`src/common/hwmon_pkg.sv`:
```
`default_nettype none
package hwmon_pkg;
  localparam logic [1:0] HTRANS_NONSEQ = 2'h2;
  localparam logic [2:0] HSIZE_WORD    = 3'h2;
  localparam logic [1:0] ALIGN_OK      = 2'h0;
  localparam logic [21:0] HIGH_ZERO    = 22'h0;

  localparam logic [7:0] BANK_CTL_IDX  = 8'h4E;
  localparam logic [7:0] MAKER_ID_IDX  = 8'h4F;
  localparam logic [7:0] BANKED_LO     = 8'h50;
  localparam logic [7:0] BANKED_HI     = 8'h5F;
  localparam logic [7:0] BEEP_ONE_IDX  = 8'h56;
  localparam logic [7:0] BEEP_TWO_IDX  = 8'h57;
  localparam logic [7:0] PART_ID_IDX   = 8'h58;
  localparam logic [7:0] DIODE_IDX     = 8'h59;
  localparam logic [7:0] BATT_CTL_IDX  = 8'h5D;
  localparam logic [7:0] CRIT_IDX      = 8'h5E;
  localparam logic [7:0] PWM_FREQ_IDX  = 8'h60;
  localparam logic [7:0] OUT_VALUE_IDX = 8'h61;
  localparam logic [7:0] FAN_CFG_IDX   = 8'h62;
  localparam logic [7:0] BATT_READ_IDX = 8'h70;
  localparam logic [2:0] BANK_ZERO     = 3'h0;

  typedef enum logic [1:0] {
    MODE_MANUAL      = 2'b00,
    MODE_TEMP_TRACK  = 2'b01,
    MODE_SPEED_TRACK = 2'b10,
    MODE_STEPWISE    = 2'b11
  } ctrl_mode_t;

  typedef struct packed {
    logic       hbs;
    logic       rsv6;
    logic       beep_aux2;
    logic       beep_cpu2;
    logic       rsv3;
    logic [2:0] bank;
  } bank_ctl_t;
  typedef struct packed {
    logic cpu_fan;
    logic sys_fan;
    logic cpu_temp;
    logic sys_temp;
    logic rail_3v3;
    logic analog;
    logic volt0;
    logic core;
  } beep_one_t;
  typedef struct packed {
    logic gate;
    logic volt4;
    logic aux_temp;
    logic intrusion;
    logic aux_fan;
    logic volt3;
    logic volt2;
    logic volt1;
  } beep_two_t;
  typedef struct packed {
    logic       aux2_div_hi;
    logic       diode_aux;
    logic       diode_cpu;
    logic       diode_sys;
    logic [1:0] aux2_div_lo;
    logic [1:0] cpu2_div_lo;
  } diode_t;
  typedef struct packed {
    logic aux_div_hi;
    logic cpu_div_hi;
    logic sys_div_hi;
    logic rsv4;
    logic type_aux;
    logic type_cpu;
    logic type_sys;
    logic batt_en;
  } batt_ctl_t;
  typedef struct packed {
    logic crit_cpu2;
    logic crit_aux;
    logic crit_cpu1;
    logic crit_sys;
    logic cur_aux;
    logic cur_cpu;
    logic cur_sys;
    logic rsv0;
  } crit_t;
  typedef struct packed {
    logic       slow_clk;
    logic [6:0] prescale;
  } freq_t;
  typedef struct packed {
    logic       rsv7;
    logic       dc_mode;
    ctrl_mode_t mode;
    logic [3:0] tolerance;
  } fan_cfg_t;
  typedef struct packed {
    diode_t    diode;
    batt_ctl_t batt;
    crit_t     crit;
    fan_cfg_t  fan;
  } cfg_t;

  localparam bank_ctl_t BANK_CTL_RST = 8'h80;
  localparam logic [7:0] BANK_CTL_MASK = 8'hB7;
  localparam beep_one_t BEEP_ONE_RST = 8'h00;
  localparam beep_two_t BEEP_TWO_RST = 8'h80;
  localparam diode_t    DIODE_RST    = 8'h70;
  localparam batt_ctl_t BATT_CTL_RST = 8'h04;
  localparam logic [7:0] BATT_MASK   = 8'hEF;
  localparam crit_t     CRIT_RST     = 8'h04;
  localparam logic [7:0] CRIT_MASK   = 8'hFE;
  localparam freq_t     FREQ_RST     = 8'h04;
  localparam fan_cfg_t  FAN_CFG_RST  = 8'h40;
  localparam logic [7:0] FAN_CFG_MASK = 8'h7F;
  localparam logic [7:0] STRAP_HI_VALUE = 8'hFF;
  localparam logic [7:0] STRAP_LO_VALUE = 8'h80;
  localparam logic [7:0] DUTY_FULL   = 8'hFF;
  localparam logic [1:0] STRAP_WAIT_LAST = 2'h3;

  localparam int SYS_CLK_KHZ  = 125000;
  localparam int PWM_FAST_KHZ = 24000;
  localparam int PWM_SLOW_KHZ = 180;

  typedef struct packed {
    bank_ctl_t   bank;
    beep_one_t   beep_one;
    beep_two_t   beep_two;
    diode_t      diode;
    batt_ctl_t   batt;
    crit_t       crit;
    freq_t       freq;
    logic [7:0]  out_value;
    fan_cfg_t    fan;
    logic [7:0]  batt_read;
    logic        wr_pend;
    logic [7:0]  wr_idx;
    logic [31:0] hrdata;
    beep_one_t   al1_m;
    beep_one_t   al1_s;
    beep_two_t   al2_m;
    beep_two_t   al2_s;
    logic        strap_m;
    logic        strap_s;
    logic [1:0]  strap_wait;
    logic        strap_done;
    logic [7:0]  adc_m;
    logic [7:0]  adc_s;
    logic        beep;
    logic [16:0] acc_fast;
    logic [16:0] acc_slow;
    logic [6:0]  pre_cnt;
    logic [7:0]  pwm_cnt;
    logic        pwm_out;
    logic [5:0]  dc_level;
    logic        batt_en_d;
    logic [16:0] mon_cnt;
    logic        batt_sample;
  } st_t;
endpackage
`default_nettype wire

```
`src/rtl/hwmon_regs.sv`:
```
// The AHB-Lite slave port was chosen for this implementation.
`timescale 1ns/1ps
`default_nettype none
module hwmon_regs #(
  parameter logic [15:0] MAKER_ID = 16'h1234, // arbitrary value
  parameter logic [7:0]  PART_ID  = 8'h2A,    // arbitrary value
  parameter int MON_CYCLE_CYCLES  = 125000
) (
  // clock and reset
  input  wire logic                 clock,
  input  wire logic                 rst,
  // ahb-lite slave
  input  wire logic                 hsel,
  input  wire logic [31:0]          haddr,
  input  wire logic [1:0]           htrans,
  input  wire logic                 hwrite,
  input  wire logic [2:0]           hsize,
  input  wire logic [31:0]          hwdata,
  input  wire logic                 hready,
  output logic                      hreadyout,
  output logic                      hresp,
  output logic [31:0]               hrdata,
  // monitor side
  input  wire hwmon_pkg::beep_one_t alarm_one,
  input  wire hwmon_pkg::beep_two_t alarm_two,
  input  wire logic [7:0]           battery_adc,
  input  wire logic                 fan_default_strap,
  output logic                      beep,
  output logic                      battery_sample,
  // second cpu fan drive, second aux fan tach divisor and config
  output logic                      cpu_fan_drive_second_pwm,
  output logic [5:0]                cpu_fan_drive_second_dc,
  output logic [7:0]                aux_fan_tach_second_div,
  output hwmon_pkg::cfg_t           cfg
);
  import hwmon_pkg::*;

  localparam logic [16:0] FAST_STEP = 17'(PWM_FAST_KHZ);
  localparam logic [16:0] SLOW_STEP = 17'(PWM_SLOW_KHZ);
  localparam logic [16:0] ACC_MOD   = 17'(SYS_CLK_KHZ);
  localparam logic [16:0] MON_LAST  = 17'(MON_CYCLE_CYCLES - 1);

  st_t  s_r;
  st_t  s_n;
  logic take;
  logic [7:0] a_idx;
  logic fast_tick;
  logic slow_tick;
  logic src_tick;
  logic [16:0] fast_acc;
  logic [16:0] slow_acc;
  logic [6:0] pre_last;

  // fractional clock source: tick on wrap
  function automatic logic [17:0] acc_step(input logic [16:0] acc,
                                           input logic [16:0] step);
    logic [17:0] sum;
    sum = {1'b0, acc} + {1'b0, step};
    if (sum >= {1'b0, ACC_MOD})
      acc_step = {1'b1, 17'(sum - {1'b0, ACC_MOD})};
    else
      acc_step = {1'b0, sum[16:0]};
  endfunction

  // tach divisor code to division factor
  function automatic logic [7:0] fan_divisor(input logic [2:0] code);
    fan_divisor = 8'h01 << code;
  endfunction

  function automatic logic banked_ok(input logic [7:0] idx,
                                     input logic [2:0] bank);
    banked_ok = (idx < BANKED_LO) || (idx > BANKED_HI)
             || (bank == BANK_ZERO);
  endfunction

  function automatic logic [7:0] read_reg(input logic [7:0] idx,
                                          input st_t st);
    read_reg = 8'h00;
    if (banked_ok(idx, st.bank.bank))
    begin
      unique case (idx)
        BANK_CTL_IDX:  read_reg = st.bank;
        MAKER_ID_IDX:  read_reg = st.bank.hbs ? MAKER_ID[15:8]
                                              : MAKER_ID[7:0];
        BEEP_ONE_IDX:  read_reg = st.beep_one;
        BEEP_TWO_IDX:  read_reg = st.beep_two;
        PART_ID_IDX:   read_reg = PART_ID;
        DIODE_IDX:     read_reg = st.diode;
        BATT_CTL_IDX:  read_reg = st.batt;
        CRIT_IDX:      read_reg = st.crit;
        PWM_FREQ_IDX:  read_reg = st.freq;
        OUT_VALUE_IDX: read_reg = st.out_value;
        FAN_CFG_IDX:   read_reg = st.fan;
        BATT_READ_IDX: read_reg = st.batt_read;
        default:       read_reg = 8'h00;
      endcase
    end
  endfunction

  assign take = hsel && hready && (htrans == HTRANS_NONSEQ)
             && (hsize == HSIZE_WORD) && (haddr[1:0] == ALIGN_OK)
             && (haddr[31:10] == HIGH_ZERO);
  assign a_idx = haddr[9:2];
  assign {fast_tick, fast_acc} = acc_step(s_r.acc_fast, FAST_STEP);
  assign {slow_tick, slow_acc} = acc_step(s_r.acc_slow, SLOW_STEP);
  assign src_tick = s_r.freq.slow_clk ? slow_tick : fast_tick;
  assign pre_last = (s_r.freq.prescale == 7'h00) ? 7'h00
                  : 7'(s_r.freq.prescale - 7'h01);

  always_comb
  begin
    s_n = s_r;
    // input synchronisers
    s_n.al1_m   = alarm_one;
    s_n.al1_s   = s_r.al1_m;
    s_n.al2_m   = alarm_two;
    s_n.al2_s   = s_r.al2_m;
    s_n.strap_m = fan_default_strap;
    s_n.strap_s = s_r.strap_m;
    s_n.adc_m   = battery_adc;
    s_n.adc_s   = s_r.adc_m;

    // data phase of a write
    if (s_r.wr_pend && banked_ok(s_r.wr_idx, s_r.bank.bank))
    begin
      unique case (s_r.wr_idx)
        BANK_CTL_IDX:  s_n.bank = bank_ctl_t'(hwdata[7:0] & BANK_CTL_MASK);
        BEEP_ONE_IDX:  s_n.beep_one = beep_one_t'(hwdata[7:0]);
        BEEP_TWO_IDX:  s_n.beep_two = beep_two_t'(hwdata[7:0]);
        DIODE_IDX:     s_n.diode = diode_t'(hwdata[7:0]);
        BATT_CTL_IDX:  s_n.batt = batt_ctl_t'(hwdata[7:0] & BATT_MASK);
        CRIT_IDX:      s_n.crit = crit_t'(hwdata[7:0] & CRIT_MASK);
        PWM_FREQ_IDX:  s_n.freq = freq_t'(hwdata[7:0]);
        OUT_VALUE_IDX: s_n.out_value = hwdata[7:0];
        FAN_CFG_IDX:   s_n.fan = fan_cfg_t'(hwdata[7:0] & FAN_CFG_MASK);
        default:       s_n.wr_pend = 1'b0;
      endcase
    end

    // strap captured once, after the synchroniser has settled
    if (!s_r.strap_done)
    begin
      if (s_r.strap_wait == STRAP_WAIT_LAST)
      begin
        s_n.out_value  = s_r.strap_s ? STRAP_HI_VALUE : STRAP_LO_VALUE;
        s_n.strap_done = 1'b1;
      end
      else
        s_n.strap_wait = 2'(s_r.strap_wait + 2'h1);
    end

    // address phase
    s_n.wr_pend = take && hwrite;
    s_n.wr_idx  = a_idx;
    if (take && !hwrite)
      s_n.hrdata = {24'h0, read_reg(a_idx, s_n)};

    // beep
    s_n.beep = s_r.beep_two.gate
            && (|(s_r.al1_s & s_r.beep_one)
             || |(7'(s_r.al2_s) & 7'(s_r.beep_two)));

    // pwm generation
    s_n.acc_fast = fast_acc;
    s_n.acc_slow = slow_acc;
    if (src_tick)
    begin
      if (s_r.pre_cnt >= pre_last)
      begin
        s_n.pre_cnt = 7'h00;
        s_n.pwm_cnt = 8'(s_r.pwm_cnt + 8'h01);
      end
      else
        s_n.pre_cnt = 7'(s_r.pre_cnt + 7'h01);
    end
    // restart the prescaler when its setting changes
    if (s_n.freq != s_r.freq)
      s_n.pre_cnt = 7'h00;
    s_n.pwm_out = !s_r.fan.dc_mode
               && ((s_r.out_value == DUTY_FULL)
                || (s_r.pwm_cnt < s_r.out_value));
    s_n.dc_level = s_r.fan.dc_mode ? s_r.out_value[7:2] : 6'h00;

    // battery monitor cycle
    s_n.batt_en_d   = s_r.batt.batt_en;
    s_n.batt_sample = 1'b0;
    if (!s_r.batt.batt_en || !s_r.batt_en_d)
      s_n.mon_cnt = 17'h0;
    else if (s_r.mon_cnt == MON_LAST)
    begin
      s_n.mon_cnt     = 17'h0;
      s_n.batt_sample = 1'b1;
      s_n.batt_read   = s_r.adc_s;
    end
    else
      s_n.mon_cnt = 17'(s_r.mon_cnt + 17'h1);
  end

  always_ff @(posedge clock)
  begin
    if (rst)
    begin
      s_r          <= '0;
      s_r.bank     <= BANK_CTL_RST;
      s_r.beep_one <= BEEP_ONE_RST;
      s_r.beep_two <= BEEP_TWO_RST;
      s_r.diode    <= DIODE_RST;
      s_r.batt     <= BATT_CTL_RST;
      s_r.crit     <= CRIT_RST;
      s_r.freq     <= FREQ_RST;
      s_r.fan      <= FAN_CFG_RST;
    end
    else
      s_r <= s_n;
  end

  assign hreadyout = 1'b1;
  assign hresp     = 1'b0;
  assign hrdata    = s_r.hrdata;
  assign beep      = s_r.beep;
  assign battery_sample = s_r.batt_sample;
  assign cpu_fan_drive_second_pwm = s_r.pwm_out;
  assign cpu_fan_drive_second_dc  = s_r.dc_level;
  assign aux_fan_tach_second_div  =
    fan_divisor({s_r.diode.aux2_div_hi, s_r.diode.aux2_div_lo});
  assign cfg = '{diode: s_r.diode, batt: s_r.batt,
                 crit: s_r.crit, fan: s_r.fan};

  // checks
  logic rd_take;
  assign rd_take = take && !hwrite;
endmodule // hwmon_regs
`default_nettype wire

```
`config.mk`:
```
export PLATFORM = sky130hd
export DESIGN_NAME = hwmon_regs
export DESIGN_NICKNAME = d
export VERILOG_FILES = /design/src/common/hwmon_pkg.sv /design/src/rtl/hwmon_regs.sv
export SDC_FILE = /design/constraint.sdc
export NUM_CORES = 1
export LEC_CHECK = 0
export BUFFER_PORTS_ARGS = -buffer_cell sky130_fd_sc_hd__buf_4
export CAP_MARGIN = 30
export CORE_ASPECT_RATIO = 0.7
export CORE_MARGIN = 3
export CORE_UTILIZATION = 51
export DETAILED_ROUTE_END_ITERATION = 12
export HOLD_SLACK_MARGIN = 0.08
export PLACE_DENSITY_LB_ADDON = 0.08
export SLEW_MARGIN = 15
export SYNTH_ARGS = -nofsm -noshare
export SYNTH_HDL_FRONTEND = slang
export SYNTH_SLANG_ARGS = --single-unit
```
`constraint.sdc`:
```
create_clock -name clock -period 3.5 [get_ports clock]
set_clock_uncertainty 0.1 [all_clocks]
set_input_delay 0.175 -clock clock [delete_from_list [all_inputs] [get_ports clock]]
set_output_delay 0.175 -clock clock [all_outputs]
set_load 0.05 [all_outputs]
```
==> results of run 1 <==
==> kinds of logic (layout without fill, tap and decap cells) <==
family                     after synthesis  after routing
muxes                                   85             85
buffers and inverters                  168            270
other                                    2             26
AOI/OAI and AO/OA                      163            163
DFF                                    219            219
xor gates and xnor gates                66             66
adders and majority gates               27             27
and+or+nand+nor                        495            495
==> cell usage after synthesis (9+ instances only) <==
| cell | count |
|---|---|
| dfxtp_1 | 219 |
| nor2_1 | 168 |
| mux2i_1 | 78 |
| buf_4 | 74 |
| nor2b_1 | 73 |
| nand2_1 | 65 |
| clkbuf_1 | 52 |
| xnor2_1 | 39 |
| a21oi_1 | 37 |
| inv_1 | 31 |
| nand3_1 | 28 |
| xor2_1 | 27 |
| ha_1 | 26 |
| nor3_1 | 24 |
| o21ai_0 | 24 |
| nand2b_1 | 21 |
| o22ai_1 | 19 |
| and2_1 | 14 |
| nor4_1 | 14 |
| nand4_1 | 13 |
| nor3b_1 | 12 |
| a22oi_1 | 10 |
| a211oi_1 | 9 |
| a21o_1 | 9 |
==> metrics by stage <==
| stage | setup WS (ps) | cells | total power, mW | hold WS, ps | cell area, um^2 |
|---|---|---|---|---|---|
| 3_3_place_gp | 143.5 | 1536 | 4.044 | 287.4 | 11660 |
| 6_report | 178.4 | 1621 | 6.480 | 273.7 | 12890 |
| 5_1_grt | -12.75 | 1621 | 6.799 | 302.4 | 12890 |
| 3_5_place_dp | 55.45 | 1536 | 4.066 | 290.2 | 11660 |
| 2_1_floorplan | 233.9 | 1249 | 3.792 | 193.5 | 10940 |
| 4_1_cts | 42.49 | 1620 | 6.514 | 261.0 | 12850 |
==> cells in the final DEF (no fill, tap or decap), drive strengths merged, types with 8 or more instances in the layout <==
cell type    Yosys  layout
a211oi          10      10
a21o             9       9
a21oi           38      38
a22oi           10      10
and2            15      15
and3             8       8
buf             85     155
clkbuf          52      28
conb             2      26
dfxtp          219     219
dlygate4sd3      0      44
ha              26      26
inv             31      32
mux2i           78      78
nand2           65      65
nand2b          21      21
nand3           28      28
nand4           15      15
nor2           169     169
nor2b           73      73
nor3            24      24
nor3b           12      12
nor4            17      17
o21ai           24      24
o221ai           8       8
o22ai           19      19
or3              9       9
xnor2           39      39
xor2            27      27
==> final timing paths <==
check | startpoint | endpoint | slack (ps) | depth (start not counted)
hold reg to reg | s_n[99] | s_r[99] | 330 | 1
hold / removal | haddr[30] | hrdata[0] | 270 | 6
setup reg to reg | s_r[44] | s_r[30] | 180 | 12
setup / recovery | s_r[44] | s_r[30] | 180 | 12
==> sequential cells by signal (all words and copies together), names as in the netlist <==
| register | cells |
|---|---|
| s_r | 146 |
| cfg | 32 |
| s_n | 24 |
| hrdata | 8 |
| cpu_fan_drive_second_dc | 6 |
| battery_sample | 1 |
| beep | 1 |
| cpu_fan_drive_second_pwm | 1 |
==> layer usage <==
layer,vias to the layer above,track usage,wire length (um)
met5,-,0,0
met4,0,0.03157,303
met3,26,0.03715,1733
met2,270,0.3324,11390
met1,4065,0.3450,13270
li1,4358,-,-
==> cell type report <==
cell class / instances / area share
Clock buffer: 28 / 0.04757
Clock inverter: 12 / 0.01010
Inverter: 31 / 0.009028
Multi-Input combinational cell: 862 / 0.4399
Sequential cell: 219 / 0.3403
Tap cell: 270 / 0.02621
Timing Repair Buffer: 199 / 0.1270
==> report_power, final <==
group          internal (mW)  leakage [nW]  total (mW)  switching, mW
Sequential              2.64          1.78        2.82          0.183
Combinational          0.561          3.12        1.26          0.696
Clock                   1.40         0.366        2.40           1.01
==> critical path: stages (launching register included) <==
cell	delay [ps]
dfxtp_1	380
ha_1	230
buf_4	170
nor3_1	300
and3_1	220
o311ai_1	80
a221o_1	410
a211o_1	300
and2_4	200
a211oi_2	230
buf_6	170
nand4_1	120
mux2_2	290
==> repair_timing <==
| action | CTS | global route |
|---|---|---|
| hold buffers | 44 | 0 |
| setup buffers | 0 | 1 |
| gates resized for setup | 0 | 10 |
| hold endpoints to repair | 95 | 0 |
| endpoints found under the setup margin | 0 | 13 |
==> flow_metrics.tcl, run 1 <==
set metrics [dict create \
    outcome "finished, final reports clean" \
    synth_area_per_cell_um2 8.860 \
    post-route-min-period_ps 3322 \
    slew_headroom 0.4971 \
    crit_type "register to register" \
    vias_per_cell 5.379 \
    synth.area.mux_share 0.08024 \
    clockBufferDepth 3 \
    route.detailed.drc 0 \
    report.final.setup_viol 0 \
    cp-start-kind "register" \
    cp_max_fo 9 \
    synth-edff-count 0 \
    grt_max_degree 105 \
    cts-root-buf "clkbuf_16" \
    synth_top_family_by_area "simple AND/OR/NAND/NOR gates" \
    synth_top_area_frac 0.4040 \
    antenna_found_initial 0 \
    die_height_um 128.1 \
    drive_above_1_share 0.1688 \
    grt_pass1_vias 8026 \
    numClockSinks 219 \
    synthFlopType "dfxtp_1" \
    nFillCells 1757 \
    required_ps 3790 \
    dr.first_iter.drc_count 744 \
    cts_buffers 22 \
    drv_slew 0 \
    synth-compound-area-share 0.1039 \
    grt_first_pass_wirelength_um 42700 \
    crit_arrival_ps 3610 \
    cts_max_level 1 \
    seq_area_frac_synth 0.4040 \
    routabilityCongestion 0.8729 \
    leakage_nw 5.271 \
    cts_tree "done" \
    cap_violations 0 \
    final_util 0.6338 \
    synthXorXnorAreaFrac 0.05326 \
    place.detailed.hpwl_um 18840 \
    rows 43 \
    drt-wirelength-per-cell_um 16.47 \
    ys_warn_count 0 \
    antennaDiodeCount 0 \
    worst_slew_pin_slew_ps 754.4 \
    start_util 0.5337 \
    grt_use_total 0.2228 \
    finalCritPeriodShare 0.9490 \
    async_flop_share 0 \
    num_vias 8719 \
    dieWidth_um 180.4 \
    hold_class "primary input to register" \
    yosysUniqueCellTypes 85 \
    synth_area_um2 10850 \
    seqCellArea_um2 4385 \
    synth_area_leader_cell "dfxtp_1" \
    clk_latency_ps 520 \
    powerDensity_nw_per_um2 502.8 \
    io_buffers 130 \
    wl_um 26700 \
    firstDrtPassIters 5 \
    ir_worst_vdd_v 0.0003836 \
    grt_overflow_total 0 \
    end_kind "register" \
    ant_nets 0 \
    synthTopCellsByArea "dfxtp_1 40%, mux2i_1 7.2%, nor2_1 5.8%" \
    areaGrowthSynthToFinish_pct 18.76 \
    clkTransAtPathRegs_ps 70 \
    io_pins 182 \
    totalNegativeSetupSlack_ps 0 \
    max_freq_mhz 301.1 \
    ys_ff_latch 219 \
    netlist_instances 1225 \
    multiInputGateArea_um2 5669 \
    fp.coreArea_um2 20340 \
    synthSimpleGateAreaFrac 0.2412 \
    hold_viol 0 \
    nets 1460 \
    synth_fa_ha_area_frac 0.03090 \
    dieArea_um2 23090 \
]
Note: power is estimated with default switching activity, not from simulation.
==> run 2, diff against run 1 <==
CORE_MARGIN = 4   (was 3)
==> flow_metrics.tcl, run 2 (synthesized netlist as in run 1, its figures left out) <==
set metrics [dict create \
    place.detailed.hpwl_um 19520 \
    r2r_cells 17 \
    cts_max_level 1 \
    regToRegEndpoint "s_r[33]" \
    hold_viol 0 \
    internal_power_mw 4.769 \
    outcome "finished, final reports clean" \
    cts_tree "done" \
    critPathTopFamily "simple AND/OR/NAND/NOR gates" \
    cp_max_fo 6 \
    r2r-start "s_r[194]" \
    drv_slew 0 \
    layout_common_cells "216 x dfxtp_1, 172 x buf_4, 165 x nor2_1, 78 x mux2i_1, 73 x nor2b_1" \
    drt-wirelength-per-cell_um 16.64 \
    slew_headroom 0.5557 \
    worst_slew_pin_slew_ps 665.5 \
    rows 44 \
    finalCritPeriodShare 0.9711 \
    antenna_found_initial 0 \
    timing.hold.worst_endpoint "hrdata[2]" \
    antennaDiodeCount 0 \
    grt-busiest-layer "met2" \
    clk_latency_ps 530 \
    holdCritStartpoint "haddr[10]" \
    met1_usage 0.3357 \
    power_frac_comb 0.195 \
    dr.first_iter.drc_count 612 \
    grt_overflow_total 0 \
    cp_num_buf_inv 2 \
    worst_slack_ps 101.3 \
    grt_max_degree 80 \
    largest_register "s_r" \
    p_sw_frac 0.2852 \
    die_height_um 130.1 \
    totalNegativeSetupSlack_ps 0 \
    required_ps 3800 \
    layout_commonest_cell "dfxtp_1" \
    hold_class "primary input to register" \
    stdcell_area_um2 13200 \
    ant_nets 0 \
    grt.met3_usage 0.03455 \
    crit_type "register to register" \
    preCtsSetupSlack_ps -166.1 \
    holdPathStages 6 \
    start_util 0.5215 \
    cap_violations 0 \
    crit_path_top_delay_cell "or4_4" \
    nets 1481 \
    post-route-min-period_ps 3399 \
    max_freq_mhz 294.2 \
    p_seq_frac 0.423 \
    grt_pass1_vias 8094 \
    firstDrtPassIters 5 \
    reg2reg_setup_slack_ps 100 \
    grt_use_total 0.2223 \
    largest_register_ffs 146 \
    final_cells 1647 \
    final_util 0.6341 \
    crit_arrival_ps 3700 \
    powerDensity_nw_per_um2 505.7 \
    grt_first_pass_wirelength_um 43110 \
    power.net_switching_mw 1.903 \
    crit_path_cell_trace "inv_2 > ha_4 > nand2b_1 > or4_4 > or2_0 > and2_1 > ha_1 > nand2b_4 > a21oi_2 > nor2b_1 > o21ai_1 > a21oi_1 > a31oi_2 > a211oi_4 > buf_12 > nand4_2 > mux2_4" \
    dieWidth_um 182.4 \
    dieArea_um2 23720 \
    io_buffers 130 \
    drive_above_1_share 0.1889 \
    dp.cells 1560 \
    cp-start-kind "register" \
    cts-root-buf "clkbuf_16" \
    numClockSinks 219 \
    clkTransAtPathRegs_ps 70 \
    vias_per_cell 5.400 \
    ir_worst_vdd_v 0.0003094 \
    leakage_nw 5.399 \
    clockBufferDepth 3 \
    route.detailed.drc 0 \
    wl_um 27410 \
    fp.coreArea_um2 20810 \
    report.final.setup_viol 0 \
    areaGrowthSynthToFinish_pct 21.58 \
    routabilityCongestion 0.8717 \
    critPathMaxStageDelay_ps 430 \
    io_pins 182 \
    num_vias 8894 \
    postPlaceCellArea_um2 11810 \
    met2_usage 0.3389 \
    cts_buffers 22 \
    clock_power_share 0.382 \
    rsz0062_at_grt "yes" \
    end_kind "register" \
]
## run 2: metal layers
metal,up-vias,wire (um),share of wire
met5,-,0,0
li1,4391,-,-
met3,37,1476,0.054
met2,253,11910,0.43
met4,0,463,0.017
met1,4213,13560,0.49
## run 2: cell type report
type,instances,area (um^2)
fill,1783,7615
multi-input combinational,862,5725
sequential,219,4388
timing repair buffer,220,1818
clock buffer,27,609.3
tap,276,345.3
clock inverter,12,192.7
inverter,31,116.4
## run 2: worst max path at each step
stage	endpoint	cells past startpoint	slack, ps	start
global route	s_r[30]	17	-100	s_r[194]
detailed placement	s_r[31]	16	-170	s_r[194]
floorplan	s_r[33]	12	230	s_r[43]
finish	s_r[33]	17	100	s_r[194]
global placement	s_r[31]	16	-90	s_r[194]
CTS	s_r[31]	16	3	s_r[194]
## run 2: stage by stage
stage | hold slack, ps | total power [mW]
4_1_cts | 278.9 | 6.702
3_5_place_dp | 290.1 | 4.109
3_3_place_gp | 285.1 | 4.082
6_report | 282.5 | 6.672
5_1_grt | 302.6 | 6.996
2_1_floorplan | 193.5 | 3.792
## run 2: worst reg2reg max path, delay by kind of cell (launching register included)
family / cells / cell delay, ps
AND/OR/NAND/NOR: 7 / 1220
flip-flops: 1 / 330
buffers and inverters: 2 / 230
adder cells (fa/ha/maj): 2 / 400
multiplexers: 1 / 300
AO/OA/AOI/OAI: 5 / 710
## run 2: repair_timing
action                                  in CTS  in global routing
buffers inserted                             0                  4
endpoints found under the setup margin      11                 16
hold endpoints to repair                   128                  0
resized for setup                            1                 22
pin swaps                                    0                  7
cloned                                       0                  1
hold buffers                                43                  0
## run 2: power by group through the flow
stage,clock network [mW],registers (mW),logic [mW]
global route,2.71,2.84,1.44
detailed placement,0,2.87,1.24
finish,2.55,2.82,1.30
global placement,0,2.87,1.22
floorplan,0,2.78,1.01
CTS,2.60,2.82,1.28
